--- src/core/tdb_pkg.sv ---
// shared constants and types for the timer dma burst port
package tdb_pkg;
   localparam int unsigned ADDR_W         = 8;
   localparam int unsigned DATA_W         = 16;
   localparam int unsigned FIELD_W        = 5;
   localparam int unsigned BYTE_W         = 8;

   localparam logic [7:0]  OFS_CTRL_ONE   = 8'h00;
   localparam logic [7:0]  OFS_BURST_CTRL = 8'h48;
   localparam logic [7:0]  OFS_BURST_DATA = 8'h4C;

   localparam int unsigned BASE_LSB       = 0;
   localparam int unsigned LEN_LSB        = 8;

   localparam logic [15:0] RST_BURST_CTRL = 16'h0000;
   localparam logic [15:0] RST_BURST_DATA = 16'h0000;
   localparam logic [15:0] CTRL_RW_MASK   = 16'h1F1F;

   localparam int unsigned TIMER_CLK_MHZ  = 125;
   localparam int unsigned REG_STRIDE     = 4;

   typedef enum logic [1:0] {
      TDB_TGT_NONE,
      TDB_TGT_CTRL,
      TDB_TGT_WINDOW,
      TDB_TGT_TIMER
   } tdb_target_e;

   typedef struct packed {
      logic                  wr;
      logic                  rd;
      logic [ADDR_W-1:0]     addr;
      logic [DATA_W-1:0]     wdata;
   } tdb_tmr_req_s;

   typedef struct packed {
      logic [FIELD_W-1:0]    base;
      logic [FIELD_W-1:0]    len;
   } tdb_cfg_s;
endpackage

--- src/core/tdb_index.sv ---
// transfer index counter for one burst
`timescale 1ns/100ps
module tdb_index
   import tdb_pkg::*;
(
   input  wire logic               core_clk_i,
   input  wire logic               rst_n_i,
   input  wire logic               ce_i,
   input  wire logic               clear_i,
   input  wire logic               advance_i,
   input  wire logic [FIELD_W-1:0] len_i,
   output logic      [FIELD_W-1:0] idx_o,
   output logic                    last_o
);
   logic [FIELD_W-1:0] idx_r;
   logic [FIELD_W-1:0] idx_nxt;

   assign last_o = (idx_r >= len_i);
   assign idx_o  = idx_r;

   always_comb begin
      idx_nxt = idx_r;
      if (clear_i) begin
         idx_nxt = '0;
      end else if (advance_i) begin
         // wrap after the last transfer so the next burst restarts
         if (last_o) begin
            idx_nxt = '0;
         end else begin
            idx_nxt = idx_r + FIELD_W'(1);
         end
      end
   end

   always_ff @(posedge core_clk_i or negedge rst_n_i) begin
      if (!rst_n_i) begin
         idx_r <= '0;
      end else if (ce_i) begin
         idx_r <= idx_nxt;
      end
   end
endmodule

--- src/core/tdb_burst.sv ---
// burst access port redirecting a data window onto the timer registers
`timescale 1ns/100ps
// Operation
// - base field picks first register offset
// - burst runs length field plus one transfers
// - target is control one plus four times sum
// - index advances itself after each window access
// - byte mode: high byte first, then low
// - control and data registers reset to zero
module tdb_burst
   import tdb_pkg::*;
(
   input  wire logic                  core_clk_i,
   input  wire logic                  rst_n_i,
   input  wire logic                  ce_i,
   input  wire logic [ADDR_W-1:0]     addr_i,
   input  wire logic [DATA_W-1:0]     wdata_i,
   input  wire logic                  wr_i,
   input  wire logic                  rd_i,
   output logic      [DATA_W-1:0]     rdata_o,
   input  wire logic                  dma_byte_mode_i,
   output tdb_tmr_req_s               tmr_req_o,
   input  wire logic [DATA_W-1:0]     tmr_rdata_i,
   output logic      [FIELD_W-1:0]    burst_index_o,
   output logic                       burst_active_o,
   output logic                       burst_done_o,
   output logic      [DATA_W-1:0]     burst_data_o
);
   logic [DATA_W-1:0]  burst_ctrl_r;
   logic [DATA_W-1:0]  burst_data_r;
   logic [DATA_W-1:0]  rdata_r;
   logic               done_r;
   tdb_cfg_s           cfg;
   tdb_target_e        target;
   logic [FIELD_W-1:0] idx;
   logic               idx_last;
   logic               win_access;
   logic               ctrl_write;
   logic [FIELD_W:0]   word_ofs;
   logic [ADDR_W-1:0]  redirect_addr;
   logic               high_lane;
   logic [DATA_W-1:0]  win_wdata;
   logic [DATA_W-1:0]  win_rdata;

   function automatic tdb_target_e decode(input logic [ADDR_W-1:0] a, input logic strobe);
      tdb_target_e t;
      t = TDB_TGT_NONE;
      if (strobe) begin
         case (a)
            OFS_BURST_CTRL: t = TDB_TGT_CTRL;
            OFS_BURST_DATA: t = TDB_TGT_WINDOW;
            default:        t = TDB_TGT_TIMER;
         endcase
      end
      return t;
   endfunction

   assign target     = decode(addr_i, wr_i | rd_i);
   assign win_access = ce_i && (target == TDB_TGT_WINDOW);
   assign ctrl_write = ce_i && wr_i && (target == TDB_TGT_CTRL);

   assign cfg.base   = burst_ctrl_r[BASE_LSB +: FIELD_W];
   assign cfg.len    = burst_ctrl_r[LEN_LSB +: FIELD_W];

   // word offset from control one, then scaled to a byte address
   assign word_ofs      = {1'b0, cfg.base} + {1'b0, idx};
   assign redirect_addr = OFS_CTRL_ONE + ADDR_W'(word_ofs * REG_STRIDE);

   // even index carries the high byte, odd index the low byte
   assign high_lane = ~idx[0];

   // write lane: the selected byte lands zero-extended in the target
   always_comb begin
      win_wdata = wdata_i;
      if (dma_byte_mode_i) begin
         if (high_lane) begin
            win_wdata = {{BYTE_W{1'b0}}, wdata_i[DATA_W-1 -: BYTE_W]};
         end else begin
            win_wdata = {{BYTE_W{1'b0}}, wdata_i[BYTE_W-1:0]};
         end
      end
   end

   // read lane: target low byte returns in the lane of this index
   always_comb begin
      win_rdata = tmr_rdata_i;
      if (dma_byte_mode_i) begin
         if (high_lane) begin
            win_rdata = {tmr_rdata_i[BYTE_W-1:0], {BYTE_W{1'b0}}};
         end else begin
            win_rdata = {{BYTE_W{1'b0}}, tmr_rdata_i[BYTE_W-1:0]};
         end
      end
   end

   tdb_index u_index (
      .core_clk_i (core_clk_i),
      .rst_n_i    (rst_n_i),
      .ce_i       (ce_i),
      .clear_i    (ctrl_write),
      .advance_i  (win_access),
      .len_i      (cfg.len),
      .idx_o      (idx),
      .last_o     (idx_last)
   );

   // timer-side request, combinational beside the incoming strobe
   always_comb begin
      tmr_req_o = '0;
      if (ce_i) begin
         case (target)
            TDB_TGT_WINDOW: begin
               tmr_req_o.wr    = wr_i;
               tmr_req_o.rd    = rd_i;
               tmr_req_o.addr  = redirect_addr;
               tmr_req_o.wdata = win_wdata;
            end
            TDB_TGT_TIMER: begin
               tmr_req_o.wr    = wr_i;
               tmr_req_o.rd    = rd_i;
               tmr_req_o.addr  = addr_i;
               tmr_req_o.wdata = wdata_i;
            end
            default: begin
               tmr_req_o = '0;
            end
         endcase
      end
   end

   always_ff @(posedge core_clk_i or negedge rst_n_i) begin
      if (!rst_n_i) begin
         burst_ctrl_r <= RST_BURST_CTRL;
      end else if (ctrl_write) begin
         burst_ctrl_r <= wdata_i & CTRL_RW_MASK;
      end
   end

   // last value moved through the window
   always_ff @(posedge core_clk_i or negedge rst_n_i) begin
      if (!rst_n_i) begin
         burst_data_r <= RST_BURST_DATA;
      end else if (win_access) begin
         burst_data_r <= wr_i ? win_wdata : win_rdata;
      end
   end

   always_ff @(posedge core_clk_i or negedge rst_n_i) begin
      if (!rst_n_i) begin
         rdata_r <= '0;
      end else if (ce_i) begin
         rdata_r <= '0;
         if (rd_i) begin
            case (target)
               TDB_TGT_CTRL:   rdata_r <= burst_ctrl_r;
               TDB_TGT_WINDOW: rdata_r <= win_rdata;
               TDB_TGT_TIMER:  rdata_r <= tmr_rdata_i;
               default:        rdata_r <= '0;
            endcase
         end
      end
   end

   // one-cycle pulse after the final transfer of a burst
   always_ff @(posedge core_clk_i or negedge rst_n_i) begin
      if (!rst_n_i) begin
         done_r <= 1'b0;
      end else if (ce_i) begin
         done_r <= win_access && idx_last;
      end
   end

   assign rdata_o        = rdata_r;
   assign burst_index_o  = idx;
   assign burst_active_o = (idx != '0);
   assign burst_done_o   = done_r;
   assign burst_data_o   = burst_data_r;
endmodule

--- config.mk ---
export PLATFORM = sky130hd
export DESIGN_NAME = tdb_burst
export DESIGN_NICKNAME = d
export VERILOG_FILES = /design/src/core/tdb_pkg.sv /design/src/core/tdb_index.sv /design/src/core/tdb_burst.sv
export SDC_FILE = /design/constraint.sdc
export NUM_CORES = 1
export LEC_CHECK = 0
export BUFFER_PORTS_ARGS = -buffer_cell sky130_fd_sc_hd__buf_2
export CAP_MARGIN = 15
export CORE_ASPECT_RATIO = 1.25
export CORE_MARGIN = 10
export CORE_UTILIZATION = 45
export DETAILED_ROUTE_END_ITERATION = 8
export GPL_TIMING_DRIVEN = 0
export PLACE_DENSITY = 0.73
export SLEW_MARGIN = 20
export SYNTH_ARGS = -nofsm -noshare
export SYNTH_HDL_FRONTEND = slang
export SYNTH_SLANG_ARGS = --single-unit
--- constraint.sdc ---
create_clock -name core_clk_i -period 3.6 [get_ports core_clk_i]
set_clock_uncertainty 0.05 [all_clocks]
set_input_delay 0.18 -clock core_clk_i [delete_from_list [all_inputs] [get_ports core_clk_i]]
set_output_delay 0.18 -clock core_clk_i [all_outputs]
set_load 0.1 [all_outputs]
# Yosys cells after proc, flatten, opt, wreduce, memory -nomap -nowiden
# Index checks and enable logic that the tools add are counted.
[totals] input_bits=46 out_inout_bits=65 register_bits=48 wordCells=35
[classes] bitwise_logic=1 order_cmp=1 n_reduce_logical=7 n_mux=14 n_addsub=2 eq_ne=5
[ops] cell="$mux W16" n=5
[ops] cell="$pmux W26 S2" n=1
[ops] cell="$pmux W16 S3" n=1
[ops] cell="$mux W26" n=1
[ops] cell="$eq A8 B7 Y1 const B" n=2
[ops] cell="$mux W5" n=3
[ops] cell="$mux W8" n=1
[ops] cell="$add A5 B5 Y6" n=1
[ops] cell="$add A5 B1 Y5 const B" n=1
[ops] cell="$ge A5 B5 Y1" n=1
[ops] cell="$reduce_bool A5 Y1" n=1
[ops] cell="$eq A2 B2 Y1 const B" n=2
[ops] cell="$logic_and A1 B1 Y1" n=4
[ops] cell="$pmux W2 S2" n=1
[ops] cell="$eq A2 B1 Y1 const B" n=1
[ops] cell="$mux W2" n=1
[ops] cell="$reduce_and A2 Y1" n=1
[ops] cell="$reduce_bool A2 Y1" n=1
[ops] cell="$or A1 B1 Y1" n=1

# Logic depth before layout (Yosys ltp)
# Gate-level depths: netlist of the first run.
[logic_depth] depth_word=7 ltp_mapped=8 mapped_depth_nobuf=8

# Modules after synthesis
# Synthesis of the first run repeated with hierarchy kept, for this count alone.
[unflattened] hier_cells=331 area_unflattened_um2=3221.8
[modules_own_cells] mod="tdb_burst" instances=1 cells_per_inst=286 seq_area_each_um2=1076.0 area_each_um2=2830.2
[modules_own_cells] mod="tdb_index" instances=1 cells_per_inst=45 seq_area_each_um2=125.1 area_each_um2=391.6

# Worst setup path after synthesis of the first run
# Ideal clock, no wire load.
[synth_path] kind="flip-flop to output port" startpoint="reg u_index.idx_r[0], in the netlist u_index.idx_o[0]" endpoint="out tmr_req_o[20] (netlist name)" path_stages_with_launch=6 arrival_time_ns=3.977 path_buffers=0 setup_slack_ns=-0.607 t_required_ns=3.370 cell_sequence="dfrtp_1 -> ha_1 -> inv_1 -> fa_1 -> xor2_1 -> o21ai_0"
[synth_rtl] element="start, declared" line_no="tdb_index.sv:15" rtl="logic [FIELD_W-1:0] idx_r;"
[synth_rtl] element="start signal, assigned" line_no="tdb_index.sv:39" rtl="idx_r <= idx_nxt;"
[synth_rtl] element="end, declared" line_no="tdb_burst.sv:22" rtl="output tdb_tmr_req_s tmr_req_o,"

==> out/results.tsv, run 1 <==
metric	value	unit
status	finished, final reports clean	
dominant synthesized flop cell	sky130_fd_sc_hd__dfrtp_1	
quantity of I/O buffers inserted on ports	109	
average via count per standard cell	5.70	
tightest slew margin relative to the limit	58.8	%
relative area change from synthesis to final layout	23.9	%
synthesized area per cell	8.17	sq um
final-report setup violation count	0	
Overall Power	1.43	mW
insertion delay to the later sink of the worst-skew pair	0.31	ns
number of detailed-route iterations in the first pass	5	
Routed WL	11.2	mm
CP Launch Type	flop	
top fanout value on the critical path	8	
half-perimeter wire length after detailed placement	8.86	mm
net count after synthesis	444	
DRC violation count after routing	0	
largest net degree at the start of global routing	49	
leakage power summed over all cells	2.01	nW
Non-Filler Cell Area, Final	0.00390	sq mm
weighted congestion at the end of routability-driven global placement	1.01	
upper clock frequency limit	0.365	GHz
fill count	720	
Seq/Total Area, Yosys	38.2	%
source of the critical timing path	u_index.idx_o[0]$_DFFE_PN0P_	
root buffer selected by CTS	sky130_fd_sc_hd__clkbuf_8	
total of cells resized after clock tree synthesis	0	
RR Startpoint	u_index.idx_o[2]$_DFFE_PN0P_	
Yosys warning total	0	
Post-Synthesis Cell Area	0.00314	sq mm
clock transition at the register clock pins on the worst setup and hold paths after CTS	0.08	ns
number of top-level pins	111	
Placed Area	0.00381	sq mm
number of enable-type register cells in the synthesized netlist	0	
count of vias placed by the detailed router	3377	
starting density of the core	45.6	%
average wire length per cell after detail routing	18.9	microns
worst reg2reg endpoint	u_index.idx_o[2]$_DFFE_PN0P_	
combined flip-flop and latch cell area	0.00120	sq mm
number of maximum-capacitance constraint violations	0	
synthesized instance count	385	
maximum vdd drop	0.187	mV
first-iteration detailed-routing DRC count	346	
number of storage elements in the synthesis netlist	48	
RSZ-0062 raised after global routing	false	
global-route wire length before repair	17.8	mm
total area of multi-input combinational cells	0.00175	sq mm
layout cells sized above 1	27.1	%
y dimension of the die	113	microns
most common cell after layout, fill and taps aside	sky130_fd_sc_hd__buf_2	
TritonCTS Buffers	5	
data required time at the worst endpoint	3.37	ns
kind of critical path	reg -> out	
antenna cell count	0	
critical path data arrival time	2.51	ns
total power density per cell area	367	mW/mm^2
Critical Path Sink	tmr_req_o[22]	
Max Root-Sink Buffers	2	
Hold WS	0.0796	ns
post-CTS setup buffer count	0	
min setup slack post-route	0.861	ns
antenna violation net count after detailed routing	0	
hold crit path type	in -> reg	
final critical path time including I/O delays and setup	2.74	ns
number of cells traversed by the worst register-to-register path	6	
Yosys cell types	48	
vias in the first global route	3344	
R2R Setup Slk	1.48	ns
transition at the pin with the smallest max-transition slack	0.617	ns
grt ovf	0	
worst setup slack after placement	1.18	ns
summed negative setup slack over all endpoints	0	ns
CTS tree	yes	
asr flop ratio synth	100	%
area of the die	0.0108	sq mm
Final Cycle Share	76.1	%
nature of the critical path endpoint	output pin	
most frequent cells in the layout	116 x sky130_fd_sc_hd__buf_2, 73 x sky130_fd_sc_hd__nand2_1, 48 x sky130_fd_sc_hd__dfrtp_1, 40 x sky130_fd_sc_hd__a21oi_1, 24 x sky130_fd_sc_hd__nor2_1	
number of H-tree branching levels	2	
Final Hold Fails	0	
Rows	34	
gr usage total	20.9	%
initial antenna violation count	0	
Die W	94.8	microns
clock tree sinks	48	
floorplan core area	0.00689	sq mm
# nets final	561	
final slew viol count	0	
==> worst min path at each step <==
stage                     startpoint                     endpoint  slack (ns)  cells after the start
after floorplan              rst_n_i  burst_ctrl_r[0]$_DFFE_PN0P_       -0.17                      0
after global placement       rst_n_i       rdata_o[5]$_DFFE_PN0P_        0.37                      1
after global routing      wdata_i[1]  burst_ctrl_r[1]$_DFFE_PN0P_        0.09                      3
final                     wdata_i[1]  burst_ctrl_r[1]$_DFFE_PN0P_        0.08                      3
after detailed placement     rst_n_i      rdata_o[13]$_DFFE_PN0P_        0.39                      1
after CTS                    rst_n_i       rdata_o[5]$_DFFE_PN0P_        0.06                      1
==> cell families (layout without fill, tap and decap cells) <==
| kind of cell | Yosys count | count (layout) | synth area share [%] |
|---|---|---|---|
| AND/OR/NAND/NOR | 148 | 148 | 22.3 |
| AO/OA/AOI/OAI | 125 | 125 | 25.3 |
| flip-flops | 48 | 48 | 38.2 |
| buffers and inverters | 43 | 160 | 6.17 |
| adder cells (fa/ha/maj) | 13 | 13 | 5.41 |
| multiplexers | 5 | 5 | 1.79 |
| XOR/XNOR | 3 | 3 | 0.836 |
==> routing by layer <==
metal  share of wire, %  vias to the layer above  global-route usage (%)
met4                3.5                        0                    8.40
met3                9.5                       35                    5.92
met5                  0                        -                       0
met1                 38                     1592                    25.5
li1                   -                     1579                       -
met2                 49                      171                    33.8
==> sequential cells by signal, indices dropped and copies added, names as in the netlist <==
register / cells
burst_data_o: 16
rdata_o: 16
burst_ctrl_r: 10
u_index.idx_o: 5
burst_done_o: 1
==> worst max-delay path, cell delays in order, from the launching register on <==
cell,delay [ns]
sky130_fd_sc_hd__dfrtp_1,0.51
sky130_fd_sc_hd__ha_1,0.22
sky130_fd_sc_hd__inv_1,0.06
sky130_fd_sc_hd__fa_1,0.39
sky130_fd_sc_hd__inv_1,0.07
sky130_fd_sc_hd__a21o_1,0.10
sky130_fd_sc_hd__a21oi_1,0.07
sky130_fd_sc_hd__xnor2_1,0.15
sky130_fd_sc_hd__a41o_1,0.20
sky130_fd_sc_hd__buf_2,0.42
==> power breakdown <==
group | switching [mW] | leakage (nW) | internal, mW
combinational | 0.431 | 1.34 | 0.104
clock | 0.181 | 0.0410 | 0.133
sequential | 0.0162 | 0.627 | 0.564
total | 0.629 | 2.01 | 0.800
==> what timing repair did <==
item,CTS,global route
hold buffers,0,1
endpoints found under the hold margin,0,48
setup endpoints to repair,0,0
==> cell usage after synthesis (2+ instances only) <==
| master | number | area, sq um |
|---|---|---|
| sky130_fd_sc_hd__o21ai_1 | 11 | 55.1 |
| sky130_fd_sc_hd__a21o_1 | 2 | 15.0 |
| sky130_fd_sc_hd__a22o_1 | 8 | 70.1 |
| sky130_fd_sc_hd__nor2_1 | 24 | 90.1 |
| sky130_fd_sc_hd__nand2_1 | 73 | 274 |
| sky130_fd_sc_hd__and2_1 | 11 | 68.8 |
| sky130_fd_sc_hd__a211oi_1 | 2 | 15.0 |
| sky130_fd_sc_hd__nor3_2 | 2 | 20.0 |
| sky130_fd_sc_hd__ha_1 | 12 | 150 |
| sky130_fd_sc_hd__clkbuf_1 | 14 | 52.6 |
| sky130_fd_sc_hd__buf_4 | 4 | 30.0 |
| sky130_fd_sc_hd__nand3_1 | 6 | 30.0 |
| sky130_fd_sc_hd__dfrtp_1 | 48 | 1200 |
| sky130_fd_sc_hd__nand2b_1 | 3 | 18.8 |
| sky130_fd_sc_hd__mux2_1 | 5 | 56.3 |
| sky130_fd_sc_hd__o21ai_0 | 25 | 125 |
| sky130_fd_sc_hd__o21a_1 | 3 | 22.5 |
| sky130_fd_sc_hd__nor2b_1 | 13 | 81.3 |
| sky130_fd_sc_hd__nor4b_1 | 3 | 26.3 |
| sky130_fd_sc_hd__buf_2 | 8 | 40.0 |
| sky130_fd_sc_hd__nor3_1 | 3 | 15.0 |
| sky130_fd_sc_hd__a31oi_1 | 2 | 12.5 |
| sky130_fd_sc_hd__xnor2_1 | 2 | 17.5 |
| sky130_fd_sc_hd__a32o_1 | 8 | 80.1 |
| sky130_fd_sc_hd__a21oi_1 | 41 | 205 |
| sky130_fd_sc_hd__inv_1 | 15 | 56.3 |
| sky130_fd_sc_hd__o211ai_1 | 2 | 15.0 |
| sky130_fd_sc_hd__o2bb2ai_1 | 7 | 61.3 |
| sky130_fd_sc_hd__a32oi_1 | 2 | 17.5 |
| sky130_fd_sc_hd__a22oi_1 | 8 | 60.1 |
==> final cells by class <==
cell class	count	area share, %
buffer	27	3.44
clock buffer	6	1.86
clock inverter	1	0.128
inverter	16	1.54
multi-input combinational	294	45.0
sequential	48	30.8
tap	90	2.89
timing repair buffer	110	14.3
==> stage by stage <==
stage               instances  util, %
finish                    592     56.5
global route              592     56.5
CTS                       591     56.4
detailed placement        584     55.2
global placement          584     55.2
floorplan                 385        -
No activity file was read; power rests on OpenSTA's default activity.
==> inputs of run 2 (changes only) <==
==> constraint.sdc (replaced) <==
create_clock -name core_clk_i -period 2.6 [get_ports core_clk_i]
set_clock_uncertainty 0.05 [all_clocks]
set_input_delay 0.13 -clock core_clk_i [delete_from_list [all_inputs] [get_ports core_clk_i]]
set_output_delay 0.13 -clock core_clk_i [all_outputs]
set_load 0.1 [all_outputs]
==> run 2 against run 1 <==
Final cell count rose by 0.51%; critical endpoint is now tmr_req_o[19]; sequential cell count did not move; sequential share of layout area fell by 0.36 points; critical path type unchanged; die area did not move.
==> out/results.tsv, run 2 (same netlist as run 1, synthesis figures left out) <==
metric	value	unit
number of detailed-route iterations in the first pass	5	
vias in the first global route	3426	
quantity of I/O buffers inserted on ports	109	
transition at the pin with the smallest max-transition slack	0.638	ns
area of the die	0.0108	sq mm
final core utilization	57.4	%
met2 capacity usage during global routing	34.9	%
Die W	94.8	microns
antenna violation net count after detailed routing	0	
number of H-tree branching levels	2	
number of top-level pins	111	
RSZ-0062 raised after global routing	false	
hold crit path type	in -> reg	
peak per-stage delay on the critical path	0.45	ns
Placed Area	0.00383	sq mm
root buffer selected by CTS	sky130_fd_sc_hd__clkbuf_8	
maximum vdd drop	0.311	mV
global routing met1 resource utilization	24.6	%
Rows	34	
leakage power summed over all cells	2.03	nW
Internal Power	1.12	mW
clock transition at the register clock pins on the worst setup and hold paths after CTS	0.09	ns
TritonCTS Buffers	5	
grt ovf	0	
power share of the clock group	23.0	%
average via count per standard cell	5.74	
slowest CP cell	sky130_fd_sc_hd__dfrtp_2	
floorplan core area	0.00689	sq mm
first-iteration detailed-routing DRC count	303	
most frequent cells in the layout	115 x sky130_fd_sc_hd__buf_2, 73 x sky130_fd_sc_hd__nand2_1, 45 x sky130_fd_sc_hd__dfrtp_1, 40 x sky130_fd_sc_hd__a21oi_1, 24 x sky130_fd_sc_hd__nor2_1	
final slew viol count	0	
met3 track utilization from global routing	5.33	%
Cell Count Post-Placement	584	
insertion delay to the later sink of the worst-skew pair	0.31	ns
summed negative setup slack over all endpoints	0	ns
relative area change from synthesis to final layout	25.8	%
switching power	0.899	mW
initial antenna violation count	0	
min setup slack post-route	0.145	ns
global-route wire length before repair	17.7	mm
average wire length per cell after detail routing	19.3	microns
nature of the critical path endpoint	output pin	
part of the total power dissipated in combinational logic	37.2	%
startpoint of the lowest-slack hold path	wdata_i[1]	
number of buffer and inverter stages on the critical path	2	
tightest slew margin relative to the limit	57.5	%
Routed WL	11.5	mm
Final Hold Fails	0	
Non-Filler Cell Area, Final	0.00396	sq mm
status	finished, final reports clean	
DRC violation count after routing	0	
CP Launch Type	flop	
upper clock frequency limit	0.407	GHz
gr usage total	20.7	%
top fanout value on the critical path	5	
total power density per cell area	510	mW/mm^2
CTS tree	yes	
kind of critical path	reg -> out	
antenna cell count	0	
critical path data arrival time	2.27	ns
final critical path time including I/O delays and setup	2.45	ns
half-perimeter wire length after detailed placement	8.91	mm
number of maximum-capacitance constraint violations	0	
family with the most delay on the worst path	adder cells	
count of vias placed by the detailed router	3414	
most utilized layer in the global route result	met2	
most common cell after layout, fill and taps aside	sky130_fd_sc_hd__buf_2	
crit path cell chain	ha_1, inv_1, fa_1, nand3b_1, a21oi_4, buf_2	
clock tree sinks	48	
fill count	667	
Max Root-Sink Buffers	2	
worst setup slack after placement	0.319	ns
y dimension of the die	113	microns
starting density of the core	45.6	%
data required time at the worst endpoint	2.42	ns
switching power as a share of total power	44.6	%
# nets final	563	
final-report setup violation count	0	
source of the critical timing path	u_index.idx_o[0]$_DFFE_PN0P_	
Seq pwr share	39.8	%
filler-free cell count of the finished design	595	
weighted congestion at the end of routability-driven global placement	0.937	
Final Cycle Share	94.4	%
RR Startpoint	u_index.idx_o[2]$_DFFE_PN0P_	
largest net degree at the start of global routing	49	
layout cells sized above 1	29.1	%
==> run 2: cell count changes in the layout (fill, tap and decap cells not counted), sizes merged <==
cell / before / now
buf: 122 / 124
clkbuf: 20 / 19
clkinv: 2 / 4
==> run 2: final cells by class <==
type / instances / area, sq um / share of cell area (%)
plain buffers: 27 / 134 / 3.38
well taps: 90 / 113 / 2.85
flip-flops and latches: 48 / 1200 / 30.5
multi-input cells: 294 / 1770 / 44.8
clock buffers: 5 / 68.8 / 1.74
inverters: 16 / 60.1 / 1.52
repair buffers: 112 / 583 / 14.7
clock inverters: 3 / 18.8 / 0.475
==> run 2: power groups by stage <==
stage / Clock (mW) / Sequential (mW) / Combinational (mW)
2_1_floorplan: 0 / 1.03 / 0.346
3_3_place_gp: 0 / 0.816 / 0.732
3_5_place_dp: 0 / 0.818 / 0.738
4_1_cts: 0.465 / 0.803 / 0.741
5_1_grt: 0.491 / 0.806 / 0.786
6_report: 0.465 / 0.802 / 0.750
==> run 2: worst min-delay path: stages <==
cell,delay (ns)
sky130_fd_sc_hd__buf_2,0.11
sky130_fd_sc_hd__nand2_1,0.05
sky130_fd_sc_hd__o21ai_0,0.06
==> run 2: metrics by stage <==
step,total power [mW],hold slack [ns]
2_1_floorplan,1.37,-0.216
3_3_place_gp,1.55,0.326
3_5_place_dp,1.56,0.350
4_1_cts,2.01,0.0128
5_1_grt,2.08,0.0297
6_report,2.02,0.0265
==> run 2: worst paths after layout <==
check / end / slack (ns) / cells after the start
worst max-delay path: tmr_req_o[19] / 0.15 / 6
worst min-delay path: burst_ctrl_r[1]$_DFFE_PN0P_ / 0.03 / 3
worst max register to register: u_index.idx_o[2]$_DFFE_PN0P_ / 0.44 / 6
worst min register to register: burst_data_o[3]$_DFFE_PN0P_ / 0.44 / 2
max in group asynchronous: u_index.idx_o[2]$_DFFE_PN0P_ / 1.72 / 2
min in group asynchronous: rdata_o[5]$_DFFE_PN0P_ / 0.32 / 2
==> run 2: timing repair <==
item / 4_1_cts / 5_1_grt
hold buffers: 0 / 1
resized for setup: 1 / 2
setup buffers: 0 / 2
endpoints found under the setup margin: 1 / 1
endpoints found under the hold margin: 0 / 48
==> run 2: layer usage <==
| layer | vias up | routed length [microns] |
|---|---|---|
| met3 | 35 | 1060 |
| met1 | 1602 | 4380 |
| met5 | - | 0 |
| met2 | 190 | 5680 |
| li1 | 1587 | - |
| met4 | 0 | 369 |
==> inputs of run 3 (changes only) <==
--- a/config.mk
+++ b/config.mk
@@ -16,4 +16,5 @@
 export SLEW_MARGIN = 20
 export SYNTH_ARGS = -nofsm -noshare
 export SYNTH_HDL_FRONTEND = slang
+export SYNTH_HIERARCHICAL = 1
 export SYNTH_SLANG_ARGS = --single-unit
==> run 3 against run 2 <==
Sequential power about the same; fmax fell by 0.16%; via count is 8.7% lower; sequential share of layout area shrank 1.7 points; first-iteration DRC count decreased by 37%; highest routed layer unchanged; critical path type unchanged.
==> out/results.tsv, run 3 <==
metric	value	unit
y dimension of the die	115	microns
top cells by instance count after synthesis	48 x sky130_fd_sc_hd__dfrtp_1, 34 x sky130_fd_sc_hd__nand2_1, 20 x sky130_fd_sc_hd__nor2_1	
upper clock frequency limit	0.407	GHz
met3 track utilization from global routing	4.07	%
root buffer selected by CTS	sky130_fd_sc_hd__clkbuf_8	
kind of critical path	reg -> out	
number of top-level pins	111	
number of buffer and inverter stages on the critical path	2	
transition at the pin with the smallest max-transition slack	0.671	ns
average wire length per cell after detail routing	20.5	microns
layout cells sized above 1	41.1	%
final critical path time including I/O delays and setup	2.46	ns
global-route wire length before repair	17.2	mm
quantity of I/O buffers inserted on ports	110	
family with the most delay on the worst path	adder cells	
tightest slew margin relative to the limit	55.3	%
grt ovf	0	
total area of multi-input combinational cells	0.00199	sq mm
data required time at the worst endpoint	2.42	ns
final core utilization	60.0	%
number of storage elements in the synthesis netlist	48	
DRC violation count after routing	0	
synthesized area per cell	9.73	sq um
Seq/Total Area, Yosys	37.3	%
status	finished, final reports clean	
leakage power summed over all cells	2.16	nW
RSZ-0062 raised after global routing	false	
final slew viol count	0	
asr flop ratio synth	100	%
min setup slack post-route	0.141	ns
nature of the critical path endpoint	output pin	
crit path cell chain	ha_1, inv_1, fa_1, or3_1, a21oi_4, buf_6	
number of H-tree branching levels	2	
area leader, netlist	sky130_fd_sc_hd__dfrtp_1	
combined flip-flop and latch cell area	0.00121	sq mm
top fanout value on the critical path	6	
synthesized instance count	331	
CP Launch Type	flop	
insertion delay to the later sink of the worst-skew pair	0.31	ns
final-report setup violation count	0	
clock tree sinks	48	
Rows	34	
area of the die	0.0110	sq mm
Post-Synthesis Cell Area	0.00322	sq mm
number of enable-type register cells in the synthesized netlist	0	
top-count cell post-synth	sky130_fd_sc_hd__dfrtp_1	
critical path data arrival time	2.28	ns
dominant synthesized flop cell	sky130_fd_sc_hd__dfrtp_1	
Routed WL	11.2	mm
# nets final	512	
Yosys cell types	56	
Max Root-Sink Buffers	2	
gr usage total	19.9	%
summed negative setup slack over all endpoints	0	ns
antenna violation net count after detailed routing	0	
maximum vdd drop	0.385	mV
Final Hold Fails	0	
floorplan core area	0.00698	sq mm
relative area change from synthesis to final layout	30.0	%
first-iteration detailed-routing DRC count	191	
number of maximum-capacitance constraint violations	0	
Yosys warning total	6	
clock transition at the register clock pins on the worst setup and hold paths after CTS	0.10	ns
Die W	95.7	microns
half-perimeter wire length after detailed placement	8.49	mm
most utilized layer in the global route result	met2	
total power density per cell area	483	mW/mm^2
area share of the largest cell type after synthesis	37.3	%
number of detailed-route iterations in the first pass	5	
worst setup slack after placement	0.135	ns
most common cell after layout, fill and taps aside	sky130_fd_sc_hd__buf_2	
antenna cell count	0	
TritonCTS Buffers	5	
vias in the first global route	3259	
fill count	602	
largest net degree at the start of global routing	49	
Non-Filler Cell Area, Final	0.00419	sq mm
net count after synthesis	389	
peak per-stage delay on the critical path	0.48	ns
global routing met1 resource utilization	23.4	%
weighted congestion at the end of routability-driven global placement	0.913	
count of vias placed by the detailed router	3117	
CTS tree	yes	
met2 capacity usage during global routing	34.6	%
hold crit path type	in -> reg	
starting density of the core	46.2	%
Placed Area	0.00402	sq mm
initial antenna violation count	0	
slowest CP cell	sky130_fd_sc_hd__dfrtp_2	
Final Cycle Share	94.6	%
most frequent cells in the layout	102 x sky130_fd_sc_hd__buf_2, 44 x sky130_fd_sc_hd__dfrtp_1, 34 x sky130_fd_sc_hd__nand2_1	
Area contributors post-synth	sky130_fd_sc_hd__dfrtp_1 37%, sky130_fd_sc_hd__mux2_4 7.5%, sky130_fd_sc_hd__mux2i_1 5.0%	
average via count per standard cell	5.72	
## run 3: cell count changes after synthesis, sizes merged, moves of 8 or more
cell,change
a21oi,-27
a22oi,-8
a32o,-8
a32oi,+9
buf,-8
mux2,+21
mux2i,+16
nand2,-39
o21ai,-14
## run 3: final cells by class
class | instances | share of cell area [%]
plain buffers | 18 | 2.12
clock buffers | 5 | 1.64
clock inverters | 3 | 0.597
inverters | 15 | 1.34
multi-input cells | 250 | 47.6
flip-flops and latches | 48 | 28.8
well taps | 90 | 2.69
repair buffers | 116 | 15.2
## run 3: metal layers
metal | share of wire [%] | routed length, microns
met5 | 0 | 0
met2 | 50 | 5560
met3 | 7.8 | 873
met1 | 39 | 4360
met4 | 3.3 | 369
## run 3: report_power, final
part           total [mW]  switching, mW  internal, mW
clock network       0.486          0.289         0.197
logic               0.739          0.573         0.165
registers           0.801         0.0224         0.778
## run 3: final timing paths
check,from,endpoint,slack [ns],depth (start not counted)
setup / recovery,u_index/idx_o[0]$_DFFE_PN0P_,tmr_req_o[19],0.14,6
hold / removal,tmr_rdata_i[15],rdata_o[15]$_DFFE_PN0P_,0.01,3
setup reg to reg,u_index/idx_o[0]$_DFFE_PN0P_,u_index/idx_o[4]$_DFFE_PN0P_,0.47,8
hold reg to reg,rdata_o[10]$_DFFE_PN0P_,rdata_o[10]$_DFFE_PN0P_,0.46,2
max in group asynchronous,rst_n_i,u_index/idx_o[1]$_DFFE_PN0P_,1.72,2
min in group asynchronous,rst_n_i,burst_data_o[7]$_DFFE_PN0P_,0.31,2
## run 3: stage by stage
step                instances  power [mW]  hold WS, ns
detailed placement        532        1.54        0.329
finish                    545        2.03       0.0120
global placement          531        1.53        0.327
CTS                       540        2.03      0.00164
global route              545        2.10       0.0222
floorplan                 331        1.36       -0.216
## run 3: cells by family (layout without fill, tap and decap cells)
| group | Yosys count | in the layout | synth area share, % |
|---|---|---|---|
| muxes | 42 | 42 | 15.9 |
| AOI/OAI and AO/OA | 78 | 78 | 16.9 |
| adders and majority gates | 12 | 12 | 4.89 |
| DFF | 48 | 48 | 37.3 |
| buffers and inverters | 33 | 157 | 4.43 |
| xor gates and xnor gates | 3 | 3 | 0.816 |
| and+or+nand+nor | 115 | 115 | 19.8 |
## run 3: what timing repair did
item / CTS / global route
hold buffers: 0 / 1
gates resized for setup: 11 / 5
pin swaps: 0 / 1
setup buffers: 0 / 4
gates cloned: 0 / 0
hold endpoints to repair: 0 / 48
setup endpoints to repair: 10 / 11
## run 3: tightest hold or removal path: cells and delay by family
kind	cells	cell delay (ns)
buffers and inverters	1	0.08
and+or+nand+nor	1	0.06
AOI/OAI and AO/OA	1	0.06
